**config.mk**
```make
export PLATFORM = sky130hd
export DESIGN_NAME = ast_top
export DESIGN_NICKNAME = d
export VERILOG_FILES = /design/src/common/ast_pkg.sv /design/src/ast_top.sv
export VERILOG_INCLUDE_DIRS = /design/src /design/src/common
export SDC_FILE = /design/constraint.sdc
export NUM_CORES = 1
export LEC_CHECK = 0
export BUFFER_PORTS_ARGS = -buffer_cell sky130_fd_sc_hd__buf_4
export CAP_MARGIN = 0
export CORE_MARGIN = 1
export CORE_UTILIZATION = 30
export CTS_CLUSTER_DIAMETER = 120
export DETAILED_ROUTE_END_ITERATION = 12
export SYNTH_ARGS = -nofsm -noshare
export SYNTH_HDL_FRONTEND = slang
export SYNTH_SLANG_ARGS = --single-unit
```
**constraint.sdc**
```tcl
create_clock -name sys_clk -period 6.6 [get_ports sys_clk]
set_clock_uncertainty 0.2 [all_clocks]
set_input_delay 0.66 -clock sys_clk [delete_from_list [all_inputs] [get_ports sys_clk]]
set_output_delay 0.66 -clock sys_clk [all_outputs]
set_load 0.02 [all_outputs]
```
**src/common/ast_params.svh**
```systemverilog
// constants for the async serial transceiver
// assumes a 100 MHz sys_clk and Avalon-MM word addressing
`ifndef AST_PARAMS_SVH
`define AST_PARAMS_SVH
// register word indices
`define AST_IX_FLAGS 3'h0
`define AST_IX_ENAB 3'h1
`define AST_IX_PRIO 3'h2
`define AST_IX_RCSC 3'h3
`define AST_IX_TXBUF 3'h4
`define AST_IX_TXSC 3'h5
`define AST_IX_DIV 3'h6
`define AST_IX_RXBUF 3'h7
// flag, enable and priority bit positions
`define AST_B_RCF 5
`define AST_B_TXF 4
// receive status and control bits
`define AST_B_PEN 7
`define AST_B_RX9 6
`define AST_B_SGL 5
`define AST_B_CRX 4
`define AST_B_ADT 3
`define AST_B_FE 2
`define AST_B_OE 1
`define AST_B_RB9 0
// transmit status and control bits
`define AST_B_CSR 7
`define AST_B_TX9 6
`define AST_B_TXE 5
`define AST_B_SYN 4
`define AST_B_HS 2
`define AST_B_SRE 1
`define AST_B_TB9 0
// writable masks of the control registers
`define AST_M_RCSC 8'hF8
`define AST_M_TXSC 8'hF5
`define AST_M_IRQ 8'h30
// timing: samples per bit, half bit, x64 prescale end
`define AST_T_LAST 4'hF
`define AST_T_HALF 4'h7
`define AST_PRE_END 2'h3
`define AST_NB8 4'h7
`define AST_NB9 4'h8
`endif

```
**src/common/ast_pkg.sv**
```systemverilog
// types of the async serial transceiver
// assumes ast_params.svh on the include path
package ast_pkg;
`include "ast_params.svh"
  typedef enum logic [3:0] {TX_IDLE = 4'h1, TX_START = 4'h2, TX_DATA = 4'h4, TX_STOP = 4'h8} ast_tx_t;
  typedef enum logic [3:0] {RX_IDLE = 4'h1, RX_START = 4'h2, RX_DATA = 4'h4, RX_STOP = 4'h8} ast_rx_t;
  typedef struct packed {
    logic waitreq;
    logic [31:0] rdata;
    logic [7:0] enab, prio, rcsc, txsc, div, txbuf, rxbuf;
    logic tx_full, tx_flag, rx_full, rx_b9, fr_err, ov_err;
    logic [7:0] brg_cnt;
    logic [1:0] pre;
    ast_tx_t tx_st;
    logic [3:0] tx_tick, tx_bit;
    logic [8:0] shreg;
    logic txo;
    logic s1, s2, s3, rxf;
    ast_rx_t rx_st;
    logic [3:0] rx_tick, rx_bit;
    logic [8:0] rx_sh;
    logic tx_irq, rx_irq;
  } ast_st_t;
endpackage : ast_pkg

```
**src/ast_top.sv**
```systemverilog
// async serial transceiver: registers, baud generator, tx, rx
// assumes an Avalon-MM master on sys_clk and a remote station
//
// Our own choices: the Avalon-MM interface to the registers and the register addresses.
`timescale 1ns/1ps
module ast_top #(
  parameter int BRG_W = 8
) (
  input wire logic sys_clk,
  input wire logic resetn,
  input wire logic clk_en,
  input wire logic [2:0] avs_address,
  input wire logic avs_read,
  input wire logic avs_write,
  input wire logic [31:0] avs_writedata,
  output logic [31:0] avs_readdata,
  output logic avs_waitrequest,
  input wire logic serial_receive_pin,
  output logic serial_transmit_pin,
  output logic tx_int_req,
  output logic rx_int_req
);
  import ast_pkg::*;

  //////////////////////////////////////////////////////////////
  // elaboration check
  // divisor width is fixed by the register map
  if (BRG_W != 8) begin : g_chk
    $error("ast_top: BRG_W must be 8");
  end

  //////////////////////////////////////////////////////////////
  // reset release
  logic [1:0] rst_sync; // two-flop release chain
  logic rst_n; // synchronised reset

  // release after two clean edges
  always_ff @(posedge sys_clk or negedge resetn) begin
    if (!resetn) begin
      rst_sync <= 2'h0;
    end else begin
      rst_sync <= {rst_sync[0], 1'b1};
    end
  end
  assign rst_n = rst_sync[1];

  //////////////////////////////////////////////////////////////
  // state
  ast_st_t st_reg; // all registered state but the reset chain
  ast_st_t st_next; // its next value

  // readback of one register word
  function automatic logic [31:0] rd_word(input ast_st_t s, input logic [2:0] ix);
    logic [7:0] v;
    v = 8'h00;
    unique case (ix)
      `AST_IX_FLAGS: begin
        v[`AST_B_RCF] = s.rx_full;
        v[`AST_B_TXF] = s.tx_flag;
      end
      `AST_IX_ENAB: v = s.enab;
      `AST_IX_PRIO: v = s.prio;
      `AST_IX_RCSC: v = {s.rcsc[7:3], s.fr_err, s.ov_err, s.rx_b9};
      `AST_IX_TXBUF: v = s.txbuf;
      `AST_IX_TXSC: v = {s.txsc[7:2], s.tx_st == TX_IDLE, s.txsc[0]};
      `AST_IX_DIV: v = s.div;
      `AST_IX_RXBUF: v = s.rxbuf;
    endcase
    return {24'h000000, v};
  endfunction : rd_word

  //////////////////////////////////////////////////////////////
  // decoded controls
  logic active; // port running
  logic tx_en, tx_nine, rx_on, rx_nine, addr_det;
  logic samp; // x16 sample tick
  logic brg_tick; // divisor underflow
  logic acc; // bus access taken this edge
  logic wr_tx; // transmit buffer written
  logic pop_rx; // receive buffer read
  logic load_tx; // buffer to shifter move
  logic rx_done; // stop bit sampled
  logic rx_keep; // word passes the filter
  logic [7:0] rx_d; // assembled character
  logic rx_d9; // assembled ninth bit

  // control decode
  always_comb begin
    active = st_reg.rcsc[`AST_B_PEN] && !st_reg.txsc[`AST_B_SYN];
    tx_en = st_reg.txsc[`AST_B_TXE];
    tx_nine = st_reg.txsc[`AST_B_TX9];
    rx_on = active && st_reg.rcsc[`AST_B_CRX];
    rx_nine = st_reg.rcsc[`AST_B_RX9];
    addr_det = st_reg.rcsc[`AST_B_ADT];
    brg_tick = active && st_reg.brg_cnt == 8'h00;
    // x64 mode divides the generator by four more
    samp = brg_tick && (st_reg.txsc[`AST_B_HS] || st_reg.pre == `AST_PRE_END);
    acc = !st_reg.waitreq && (avs_read || avs_write);
    wr_tx = acc && avs_write && avs_address == `AST_IX_TXBUF;
    pop_rx = acc && avs_read && avs_address == `AST_IX_RXBUF;
    load_tx = active && tx_en && st_reg.tx_full && st_reg.tx_st == TX_IDLE;
    rx_done = samp && st_reg.rx_st == RX_STOP && st_reg.rx_tick == `AST_T_LAST;
    // 8-bit frames leave the byte in the top of the shifter
    rx_d = rx_nine ? st_reg.rx_sh[7:0] : st_reg.rx_sh[8:1];
    rx_d9 = rx_nine ? st_reg.rx_sh[8] : 1'b0;
    rx_keep = !(rx_nine && addr_det && !rx_d9);
  end

  //////////////////////////////////////////////////////////////
  // next state
  always_comb begin
    st_next = st_reg;
    // bus slave: answer one cycle after the request
    st_next.waitreq = !((avs_read || avs_write) && st_reg.waitreq);
    st_next.rdata = rd_word(st_reg, avs_address);
    // register writes; the shifter has no index
    if (acc && avs_write) begin
      unique case (avs_address)
        `AST_IX_ENAB: st_next.enab = avs_writedata[7:0] & `AST_M_IRQ;
        `AST_IX_PRIO: st_next.prio = avs_writedata[7:0] & `AST_M_IRQ;
        `AST_IX_RCSC: st_next.rcsc = avs_writedata[7:0] & `AST_M_RCSC;
        `AST_IX_TXSC: st_next.txsc = avs_writedata[7:0] & `AST_M_TXSC;
        `AST_IX_DIV: st_next.div = avs_writedata[7:0];
        `AST_IX_TXBUF: begin
          st_next.txbuf = avs_writedata[7:0];
          st_next.tx_full = 1'b1;
        end
        default: begin
          // flags and receive buffer ignore writes
        end
      endcase
    end
    // baud generator shared by both directions
    if (!active) begin
      st_next.brg_cnt = st_reg.div;
      st_next.pre = 2'h0;
    end else if (brg_tick) begin
      st_next.brg_cnt = st_reg.div;
      st_next.pre = st_reg.pre + 2'h1;
    end else begin
      st_next.brg_cnt = st_reg.brg_cnt - 8'h01;
    end
    // flag follows the buffer one cycle late, never gated
    st_next.tx_flag = !st_reg.tx_full;

    // transmitter
    unique case (st_reg.tx_st)
      TX_IDLE: begin
        st_next.txo = 1'b1;
        if (load_tx) begin
          // one cycle move, buffer then counts empty unless written in the same edge
          st_next.shreg = {st_reg.txsc[`AST_B_TB9], st_reg.txbuf};
          st_next.tx_full = wr_tx;
          st_next.tx_st = TX_START;
          st_next.tx_tick = 4'h0;
          st_next.txo = 1'b0;
        end
      end
      TX_START: begin
        if (samp) begin
          st_next.tx_tick = st_reg.tx_tick + 4'h1;
          if (st_reg.tx_tick == `AST_T_LAST) begin
            st_next.tx_st = TX_DATA;
            st_next.tx_bit = 4'h0;
            st_next.txo = st_reg.shreg[0];
          end
        end
      end
      TX_DATA: begin
        if (samp) begin
          st_next.tx_tick = st_reg.tx_tick + 4'h1;
          if (st_reg.tx_tick == `AST_T_LAST) begin
            st_next.shreg = {1'b0, st_reg.shreg[8:1]};
            st_next.tx_bit = st_reg.tx_bit + 4'h1;
            st_next.txo = st_reg.shreg[1];
            // ninth bit only in nine-bit mode, no parity made
            if (st_reg.tx_bit == (tx_nine ? `AST_NB9 : `AST_NB8)) begin
              st_next.tx_st = TX_STOP;
              st_next.txo = 1'b1;
            end
          end
        end
      end
      TX_STOP: begin
        if (samp) begin
          st_next.tx_tick = st_reg.tx_tick + 4'h1;
          // reload only once the stop bit is out
          if (st_reg.tx_tick == `AST_T_LAST) begin
            st_next.tx_st = TX_IDLE;
          end
        end
      end
    endcase
    // dropping the enable or the port aborts a frame
    if (!active || !tx_en) begin
      st_next.tx_st = TX_IDLE;
      st_next.txo = 1'b1;
    end

    // pin synchroniser; a change counts when stages two and three agree
    st_next.s1 = serial_receive_pin;
    st_next.s2 = st_reg.s1;
    st_next.s3 = st_reg.s2;
    if (st_reg.s2 == st_reg.s3) begin
      st_next.rxf = st_reg.s3;
    end

    // receiver, x16 oversampling recovery
    unique case (st_reg.rx_st)
      RX_IDLE: begin
        if (samp && !st_reg.rxf) begin
          st_next.rx_st = RX_START;
          st_next.rx_tick = 4'h0;
        end
      end
      RX_START: begin
        if (samp) begin
          st_next.rx_tick = st_reg.rx_tick + 4'h1;
          // mid-bit check rejects glitches
          if (st_reg.rx_tick == `AST_T_HALF) begin
            st_next.rx_st = st_reg.rxf ? RX_IDLE : RX_DATA;
            st_next.rx_tick = 4'h0;
            st_next.rx_bit = 4'h0;
          end
        end
      end
      RX_DATA: begin
        if (samp) begin
          st_next.rx_tick = st_reg.rx_tick + 4'h1;
          // shift at bit rate, first bit ends lowest
          if (st_reg.rx_tick == `AST_T_LAST) begin
            st_next.rx_sh = {st_reg.rxf, st_reg.rx_sh[8:1]};
            st_next.rx_bit = st_reg.rx_bit + 4'h1;
            if (st_reg.rx_bit == (rx_nine ? `AST_NB9 : `AST_NB8)) begin
              st_next.rx_st = RX_STOP;
            end
          end
        end
      end
      RX_STOP: begin
        if (samp) begin
          st_next.rx_tick = st_reg.rx_tick + 4'h1;
          if (st_reg.rx_tick == `AST_T_LAST) begin
            st_next.rx_st = RX_IDLE;
          end
        end
      end
    endcase

    // receive buffer; a read in the same edge frees it first
    if (pop_rx) begin
      st_next.rx_full = 1'b0;
    end
    if (rx_done && rx_keep) begin
      if (st_reg.rx_full && !pop_rx) begin
        st_next.ov_err = 1'b1;
      end else begin
        st_next.rxbuf = rx_d;
        st_next.rx_b9 = rx_d9;
        st_next.fr_err = !st_reg.rxf;
        st_next.rx_full = 1'b1;
      end
    end
    // clearing the enable clears errors and stops reception
    if (!rx_on) begin
      st_next.rx_st = RX_IDLE;
    end
    if (!st_reg.rcsc[`AST_B_CRX]) begin
      st_next.ov_err = 1'b0;
      st_next.fr_err = 1'b0;
    end

    // interrupt requests gated by the enables
    st_next.tx_irq = st_reg.tx_flag && st_reg.enab[`AST_B_TXF];
    st_next.rx_irq = st_reg.rx_full && st_reg.enab[`AST_B_RCF];
  end

  //////////////////////////////////////////////////////////////
  // state register, frozen while clk_en is low
  always_ff @(posedge sys_clk or negedge rst_n) begin
    if (!rst_n) begin
      st_reg <= '{waitreq: 1'b1, tx_st: TX_IDLE, rx_st: RX_IDLE, txo: 1'b1, tx_flag: 1'b1,
                  s1: 1'b1, s2: 1'b1, s3: 1'b1, rxf: 1'b1, default: '0};
    end else if (clk_en) begin
      st_reg <= st_next;
    end
  end

  // outputs straight from the state register
  assign avs_readdata = st_reg.rdata;
  assign avs_waitrequest = st_reg.waitreq;
  assign serial_transmit_pin = st_reg.txo;
  assign tx_int_req = st_reg.tx_irq;
  assign rx_int_req = st_reg.rx_irq;
endmodule : ast_top

```
==> results of run 1 <==
==> synthesized netlist by cell type (4+ instances only) <==
| master | instances | share of area [%] |
|---|---|---|
| sky130_fd_sc_hd__nor2_1 | 55 | 3.3 |
| sky130_fd_sc_hd__buf_1 | 4 | 0.24 |
| sky130_fd_sc_hd__nor4_1 | 5 | 0.51 |
| sky130_fd_sc_hd__dfrtp_1 | 106 | 43 |
| sky130_fd_sc_hd__nor2b_1 | 8 | 0.81 |
| sky130_fd_sc_hd__a221oi_1 | 7 | 0.99 |
| sky130_fd_sc_hd__mux4_2 | 6 | 2.2 |
| sky130_fd_sc_hd__o21ai_0 | 57 | 4.6 |
| sky130_fd_sc_hd__clkbuf_1 | 21 | 1.3 |
| sky130_fd_sc_hd__inv_1 | 16 | 0.97 |
| sky130_fd_sc_hd__nor3_1 | 8 | 0.65 |
| sky130_fd_sc_hd__ha_1 | 7 | 1.4 |
| sky130_fd_sc_hd__a22oi_1 | 12 | 1.5 |
| sky130_fd_sc_hd__mux2i_1 | 12 | 1.9 |
| sky130_fd_sc_hd__buf_4 | 33 | 4.0 |
| sky130_fd_sc_hd__dfstp_2 | 9 | 3.8 |
| sky130_fd_sc_hd__o211ai_1 | 8 | 0.97 |
| sky130_fd_sc_hd__a21oi_1 | 32 | 2.6 |
| sky130_fd_sc_hd__nand4_1 | 5 | 0.51 |
| sky130_fd_sc_hd__nand3b_1 | 4 | 0.49 |
| sky130_fd_sc_hd__nand3_1 | 19 | 1.5 |
| sky130_fd_sc_hd__nand2b_1 | 8 | 0.81 |
| sky130_fd_sc_hd__mux2_2 | 45 | 8.2 |
| sky130_fd_sc_hd__nand2_1 | 47 | 2.9 |
| sky130_fd_sc_hd__a22o_1 | 5 | 0.71 |
==> routing by layer <==
metal	GRT usage, %	routed length, um	vias up
met5	0	0	-
met4	4.474	157	0
li1	-	-	2184
met2	21.15	6489	85
met3	3.260	417	12
met1	19.53	7010	2240
==> power breakdown <==
part	switching (mW)	internal [mW]
registers	0.113	0.821
clock network	0.321	0.602
logic	0.184	0.145
total	0.618	1.57
==> worst paths after layout <==
| path | endpoint | slack [ns] | cells past startpoint |
|---|---|---|---|
| worst max-delay path | st_reg[60]$_DFFE_PN0P_ | 3.65 | 7 |
| worst min-delay path | st_reg[39]$_DFFE_PN0P_ | 0.13 | 0 |
| worst max register to register | st_reg[36]$_DFFE_PN0P_ | 3.73 | 8 |
| worst min register to register | st_reg[39]$_DFFE_PN0P_ | 0.13 | 0 |
| max in group asynchronous | st_reg[41]$_DFFE_PN0P_ | 4.77 | 1 |
| min in group sys_clk | rst_sync[1]$_DFF_PN0_ | 0.15 | 0 |
==> stage by stage <==
stage               worst slack (ns)  utilization (%)
floorplan                      2.975                -
global placement               3.233            32.00
detailed placement             3.198            32.00
CTS                            3.635            34.97
global route                   3.450            34.97
finish                         3.645            34.97
==> layout make-up <==
type / count / area (um2) / share of cell area (%)
Multi-Input combinational cell: 440 / 2932 / 41.56
Sequential cell: 115 / 2893 / 41.01
Clock buffer: 23 / 457.9 / 6.493
Tap cell: 270 / 337.8 / 4.790
Timing Repair Buffer: 32 / 242.7 / 3.442
Clock inverter: 9 / 130.1 / 1.845
Inverter: 16 / 60.06 / 0.8515
==> kinds of logic after synthesis <==
group	share of synthesized area, %
AOI/OAI and AO/OA	15.86
buffers and inverters	7.057
muxes	12.35
adders and majority gates	1.420
other	0.1217
and+or+nand+nor	16.08
DFF	46.83
xor gates and xnor gates	0.2840
==> worst reg2reg max path: cells and delay by family, from the launching register on <==
kind	cells	cell delay (ns)
AND/OR/NAND/NOR	4	1.20
flip-flops	1	0.37
buffers and inverters	1	0.12
AO/OA/AOI/OAI	2	0.71
adder cells (fa/ha/maj)	1	0.18
==> reports/results.txt, run 1 <==
result of the run: complete, no violations
Post-CTS Setup Bufs: 0
Final Max Slew Viols: 0
Placed Cells incl. Taps: 872
Worst-Margin Slew: 0.9874 ns
violation count after the first detailed-route iteration: 327
# nets final: 670
Worst Setup SP: clk_en
instance count of the mapped netlist: 609
commonest non-fill, non-tap cells in the layout: 105 x sky130_fd_sc_hd__dfrtp_1, 57 x sky130_fd_sc_hd__o21ai_0, 55 x sky130_fd_sc_hd__nor2_1
Critical Path Source Type: primary input
Synth cell types: 67
setup-violating endpoint count in the final report: 0
flop and latch count out of synthesis: 115
total number of yosys warnings: 0
largest net degree at the start of global routing: 69
source of the worst register-to-register timing path: st_reg[51]$_DFFE_PN0P_
wire length per cell: 15.55 um
via count of the first global-routing pass: 4297
worst slew margin relative to its limit: 34.03%
maximum clock insertion buffer count: 2
cell family with the largest share of critical-path delay: simple AND/OR/NAND/NOR gates
post-cts repair resize count: 0
CTS tree: built
Total Routed Length: 14070 um
synthesized area divided by synthesized cell count: 10.13 um2
total negative slack: 0 ns
total via count in the routed design: 4521
commonest non-fill, non-tap cell in the layout: sky130_fd_sc_hd__dfrtp_1
worst ir drop on vdd: 0.1904 mV
classification of the worst setup path: primary input to register
antenna violations before repair: 0
total cell area at the placement stage: 6455 um2
fraction of final layout cells with drive strength greater than 1: 21.57%
GRT overflow: 0
Design Area, Final: 7053 um2
floorplan die area: 21140 um2
main flop type after synthesis: sky130_fd_sc_hd__dfrtp_1
fin crit share: 44.77%
unrepaired setup endpoints after global routing: false
H-tree levels: 4
count of pins on the block boundary: 77
Critical Path, Cell by Cell: buf_4 -> inv_1 -> nor4_4 -> o21ai_2 -> or3b_4 -> nand3_1 -> o311ai_2
max-cap violations: 0
final critical-path required period: 2.955 ns
Root Driver: sky130_fd_sc_hd__clkbuf_16
Filler Cell Count: 2058
post-synthesis instance area: 6170 um2
number of clock sinks: 115
sum of internal, switching and leakage power: 2.186 mW
wire length of the first global-routing pass: 23280 um
insertion delay to the later sink of the worst-skew pair: 0.41 ns
die height: 145.4 um
number of vias per cell: 4.996
RD Place Congestion: 0.7776
GRT Overall Usage: 13.92%
Layout Cells excl Fill: 905
IO Port Bufs: 28
DRT Pass-1 Iters: 5
number of buffers and inverters on the critical path: 2
cts bufs inserted: 17
half-perimeter wire length after placement: 9689 um
share of synthesized area occupied by flip-flops and latches: 46.83%
area of the core: 20170 um2
effective utilization at floorplan: 30.59%
Leakage Power: 3.032 nW
count of standard-cell rows: 52
number of enable flip-flop cells after synthesis: 0
required arrival time at the worst endpoint: 6.68 ns
maximum fanout count along the critical path: 52
power density over the cells: 309.9 nW/um2
Reg clk slew, reported paths: 0.06 ns
width of the die: 145.4 um
Crit path arrival time: 3.04 ns
DRC violations left: 0
slowest library cell on the worst path: sky130_fd_sc_hd__or3b_4
highest clock frequency the design can meet: 338.4 MHz
worst hold-check slack: 0.1258 ns
max FFs per register: 97
total inserted antenna cells: 0
delay contributed by the slowest stage of the critical path: 0.53 ns
Area Growth Syn to Fin: 14.32%
number of failing hold endpoints at the final stage: 0
CP Capture Type: register
share of synthesized flip-flops with an asynchronous set or reset: 100.0%
number of routed nets with antenna violations: 0
Tightest Hold Check Type: register to async pin
number of buffers added to fix hold violations after cts: 1
Note: power is estimated with default switching activity, not from simulation.
==> run 2, diff against run 1 <==
Clock period 6.6 ns to 2.5 ns, I/O delays scaled along.
==> run 2 against run 1 <==
The run now ends with design-rule violations left. Cell area grew 9.2%. First-iteration DRC count down 16%. Critical path depth is 1 lower. Via count grew 6.2%. Sequential share of layout area decreased by 3.4 points. Critical path type is now register to register.
==> reports/results.txt, run 2 (synthesis gave the netlist of run 1 again) <==
result of the run: complete, but fails checks (was complete, no violations)
violated checks: design-rule violations
floorplan die area: 21140 um2 (unchanged)
max-cap violations: 0 (unchanged)
antenna violations before repair: 0 (unchanged)
Pint: 4.428 mW (was 1.568 mW)
Area Growth Syn to Fin: 24.80% (was 14.32%)
count of pins on the block boundary: 77 (unchanged)
largest net degree at the start of global routing: 38 (was 69)
Final Max Slew Viols: 0 (unchanged)
maximum fanout count along the critical path: 5 (was 52)
total inserted antenna cells: 0 (unchanged)
CP Capture Type: register (unchanged)
Critical Path Source Type: register (was primary input)
part of the power in combinational logic: 17.9% (was 15.0%)
effective utilization at floorplan: 30.59% (unchanged)
worst setup slack after placement: -0.05978 ns (was 3.198 ns)
Total Routed Length: 15000 um (was 14070 um)
area of the core: 20170 um2 (unchanged)
fraction of final layout cells with drive strength greater than 1: 28.78% (was 21.57%)
Tightest Hold Check Type: register to async pin (unchanged)
total via count in the routed design: 4802 (was 4521)
setup-violating endpoint count in the final report: 0 (unchanged)
Root Driver: sky130_fd_sc_hd__clkbuf_16 (unchanged)
Worst Setup SP: st_reg[57]$_DFFE_PN0P_ (was clk_en)
classification of the worst setup path: register to register (was primary input to register)
clock group share of total power: 42.7% (was 42.2%)
IO Port Bufs: 28 (unchanged)
DRT Pass-1 Iters: 8 (was 5)
GRT Overall Usage: 14.59% (was 13.92%)
via count of the first global-routing pass: 4535 (was 4297)
net switching power: 1.733 mW (was 0.6178 mW)
highest clock frequency the design can meet: 403.6 MHz
cts bufs inserted: 17 (unchanged)
violation count after the first detailed-route iteration: 275 (was 327)
GRT overflow: 0 (unchanged)
H-tree levels: 4 (unchanged)
Leakage Power: 3.367 nW (was 3.032 nW)
fin crit share: 99.10%
unrepaired setup endpoints after global routing: true (was false)
CTS tree: built (unchanged)
worst slew margin relative to its limit: 51.53% (was 34.03%)
max FFs per register: 97 (unchanged)
Reg clk slew, reported paths: 0.06 ns (about the same)
# nets final: 730 (was 670)
insertion delay to the later sink of the worst-skew pair: 0.42 ns (was 0.41 ns)
die height: 145.4 um (unchanged)
cell family with the largest share of critical-path delay: simple AND/OR/NAND/NOR gates (unchanged)
min setup slack post-route: 0.02247 ns (was 3.645 ns)
sum of internal, switching and leakage power: 6.162 mW (was 2.186 mW)
maximum clock insertion buffer count: 2 (unchanged)
final critical-path required period: 2.478 ns
total negative slack: 0 ns (unchanged)
switching power share of the total: 28.13% (was 28.27%)
Layout Cells excl Fill: 965 (was 905)
number of routed nets with antenna violations: 0 (unchanged)
half-perimeter wire length after placement: 10470 um (was 9689 um)
number of buffers and inverters on the critical path: 0 (was 2)
count of standard-cell rows: 52 (unchanged)
number of vias per cell: 4.976 (was 4.996)
Placed Cells incl. Taps: 916 (was 872)
wire length of the first global-routing pass: 24260 um (was 23280 um)
number of failing hold endpoints at the final stage: 0 (unchanged)
slowest library cell on the worst path: sky130_fd_sc_hd__or4_4 (was sky130_fd_sc_hd__or3b_4)
power density over the cells: 800.2 nW/um2 (was 309.9 nW/um2)
Critical Path, Cell by Cell: or4_4 -> nor4_4 -> o21ai_4 -> or3b_4 -> nand3_2 -> o311ai_2 (was buf_4 -> inv_1 -> nor4_4 -> o21ai_2 -> or3b_4 -> nand3_1 -> o311ai_2)
Crit path arrival time: 2.57 ns (was 3.04 ns)
source of the worst register-to-register timing path: st_reg[57]$_DFFE_PN0P_ (was st_reg[51]$_DFFE_PN0P_)
Worst-Margin Slew: 0.7215 ns (was 0.9874 ns)
worst ir drop on vdd: 0.4839 mV (was 0.1904 mV)
wire length per cell: 15.54 um (was 15.55 um)
number of clock sinks: 115 (unchanged)
DRC violations left: 2 (was 0)
commonest non-fill, non-tap cell in the layout: sky130_fd_sc_hd__dfrtp_1 (unchanged)
width of the die: 145.4 um (unchanged)
RD Place Congestion: 0.8199 (was 0.7776)
required arrival time at the worst endpoint: 2.59 ns (was 6.68 ns)
Sequential Power Share: 39.3% (was 42.7%)
commonest non-fill, non-tap cells in the layout: 105 x sky130_fd_sc_hd__dfrtp_1, 73 x sky130_fd_sc_hd__buf_4, 55 x sky130_fd_sc_hd__nor2_1 (was 105 x sky130_fd_sc_hd__dfrtp_1, 57 x sky130_fd_sc_hd__o21ai_0, 55 x sky130_fd_sc_hd__nor2_1)
delay contributed by the slowest stage of the critical path: 0.61 ns (was 0.53 ns)
==> run 2: cell types whose count changed in the layout (fill, tap and decap cells not counted), sizes merged <==
cell	delta
buf	+45
bufinv	+1
clkbuf	-2
clkinv	-3
clkinvlp	+2
dlygate4sd3	+13
inv	+2
or3b	+2
==> run 2: final timing paths <==
path / end / slack (ns) / depth (start not counted)
max in group asynchronous: avs_waitrequest$_DFFE_PN1P_ / 1.42 / 1
min in group sys_clk: avs_readdata[1]$_DFFE_PN0P_ / 0.10 / 3
hold reg to reg: st_reg[83]$_DFFE_PN0P_ / 0.05 / 0
setup reg to reg: st_reg[60]$_DFFE_PN0P_ / 0.02 / 6
setup / recovery: st_reg[60]$_DFFE_PN0P_ / 0.02 / 6
hold / removal: st_reg[83]$_DFFE_PN0P_ / 0.05 / 0
==> run 2: timing repair <==
action,CTS,global route
pin swaps,1,9
setup buffers,0,1
resized for setup,4,23
endpoints found under the setup margin,13,31
hold buffers,14,0
cloned,1,1
endpoints found under the hold margin,36,0
==> run 2: metrics by stage <==
stage | util, % | cell area [um2] | hold WS [ns]
6_report | 38.18 | 7700 | 0.04680
5_1_grt | 38.18 | 7700 | 0.08332
4_1_cts | 37.80 | 7624 | 0.06037
3_5_place_dp | 33.77 | 6810 | -0.1663
3_3_place_gp | 33.77 | 6810 | -0.1665
2_1_floorplan | - | 6257 | -0.2456
==> run 2: area by class of cell <==
class                      count  area (um2)
fill                        1976       12470
sequential                   115        2893
clock buffer                  21       470.5
tap                          270       337.8
inverter                      16       60.06
timing repair buffer          90       739.5
multi-input combinational    442        3025
clock inverter                11       173.9
==> run 2: layer usage <==
| metal | GRT usage, % | wire (um) | up-vias |
|---|---|---|---|
| li1 | - | - | 2314 |
| met1 | 19.69 | 7018 | 2375 |
| met2 | 23.08 | 7099 | 93 |
| met3 | 2.978 | 603 | 20 |
| met4 | 5.474 | 278 | 0 |
| met5 | 0 | 0 | - |
==> run 2: power by group through the flow <==
stage               combinational, mW  clock (mW)  sequential [mW]
floorplan                       0.739           0             2.39
global placement                 1.03           0             2.43
CTS                              1.09        2.67             2.41
finish                           1.11        2.63             2.42
global route                     1.22        2.74             2.46
detailed placement               1.05           0             2.44
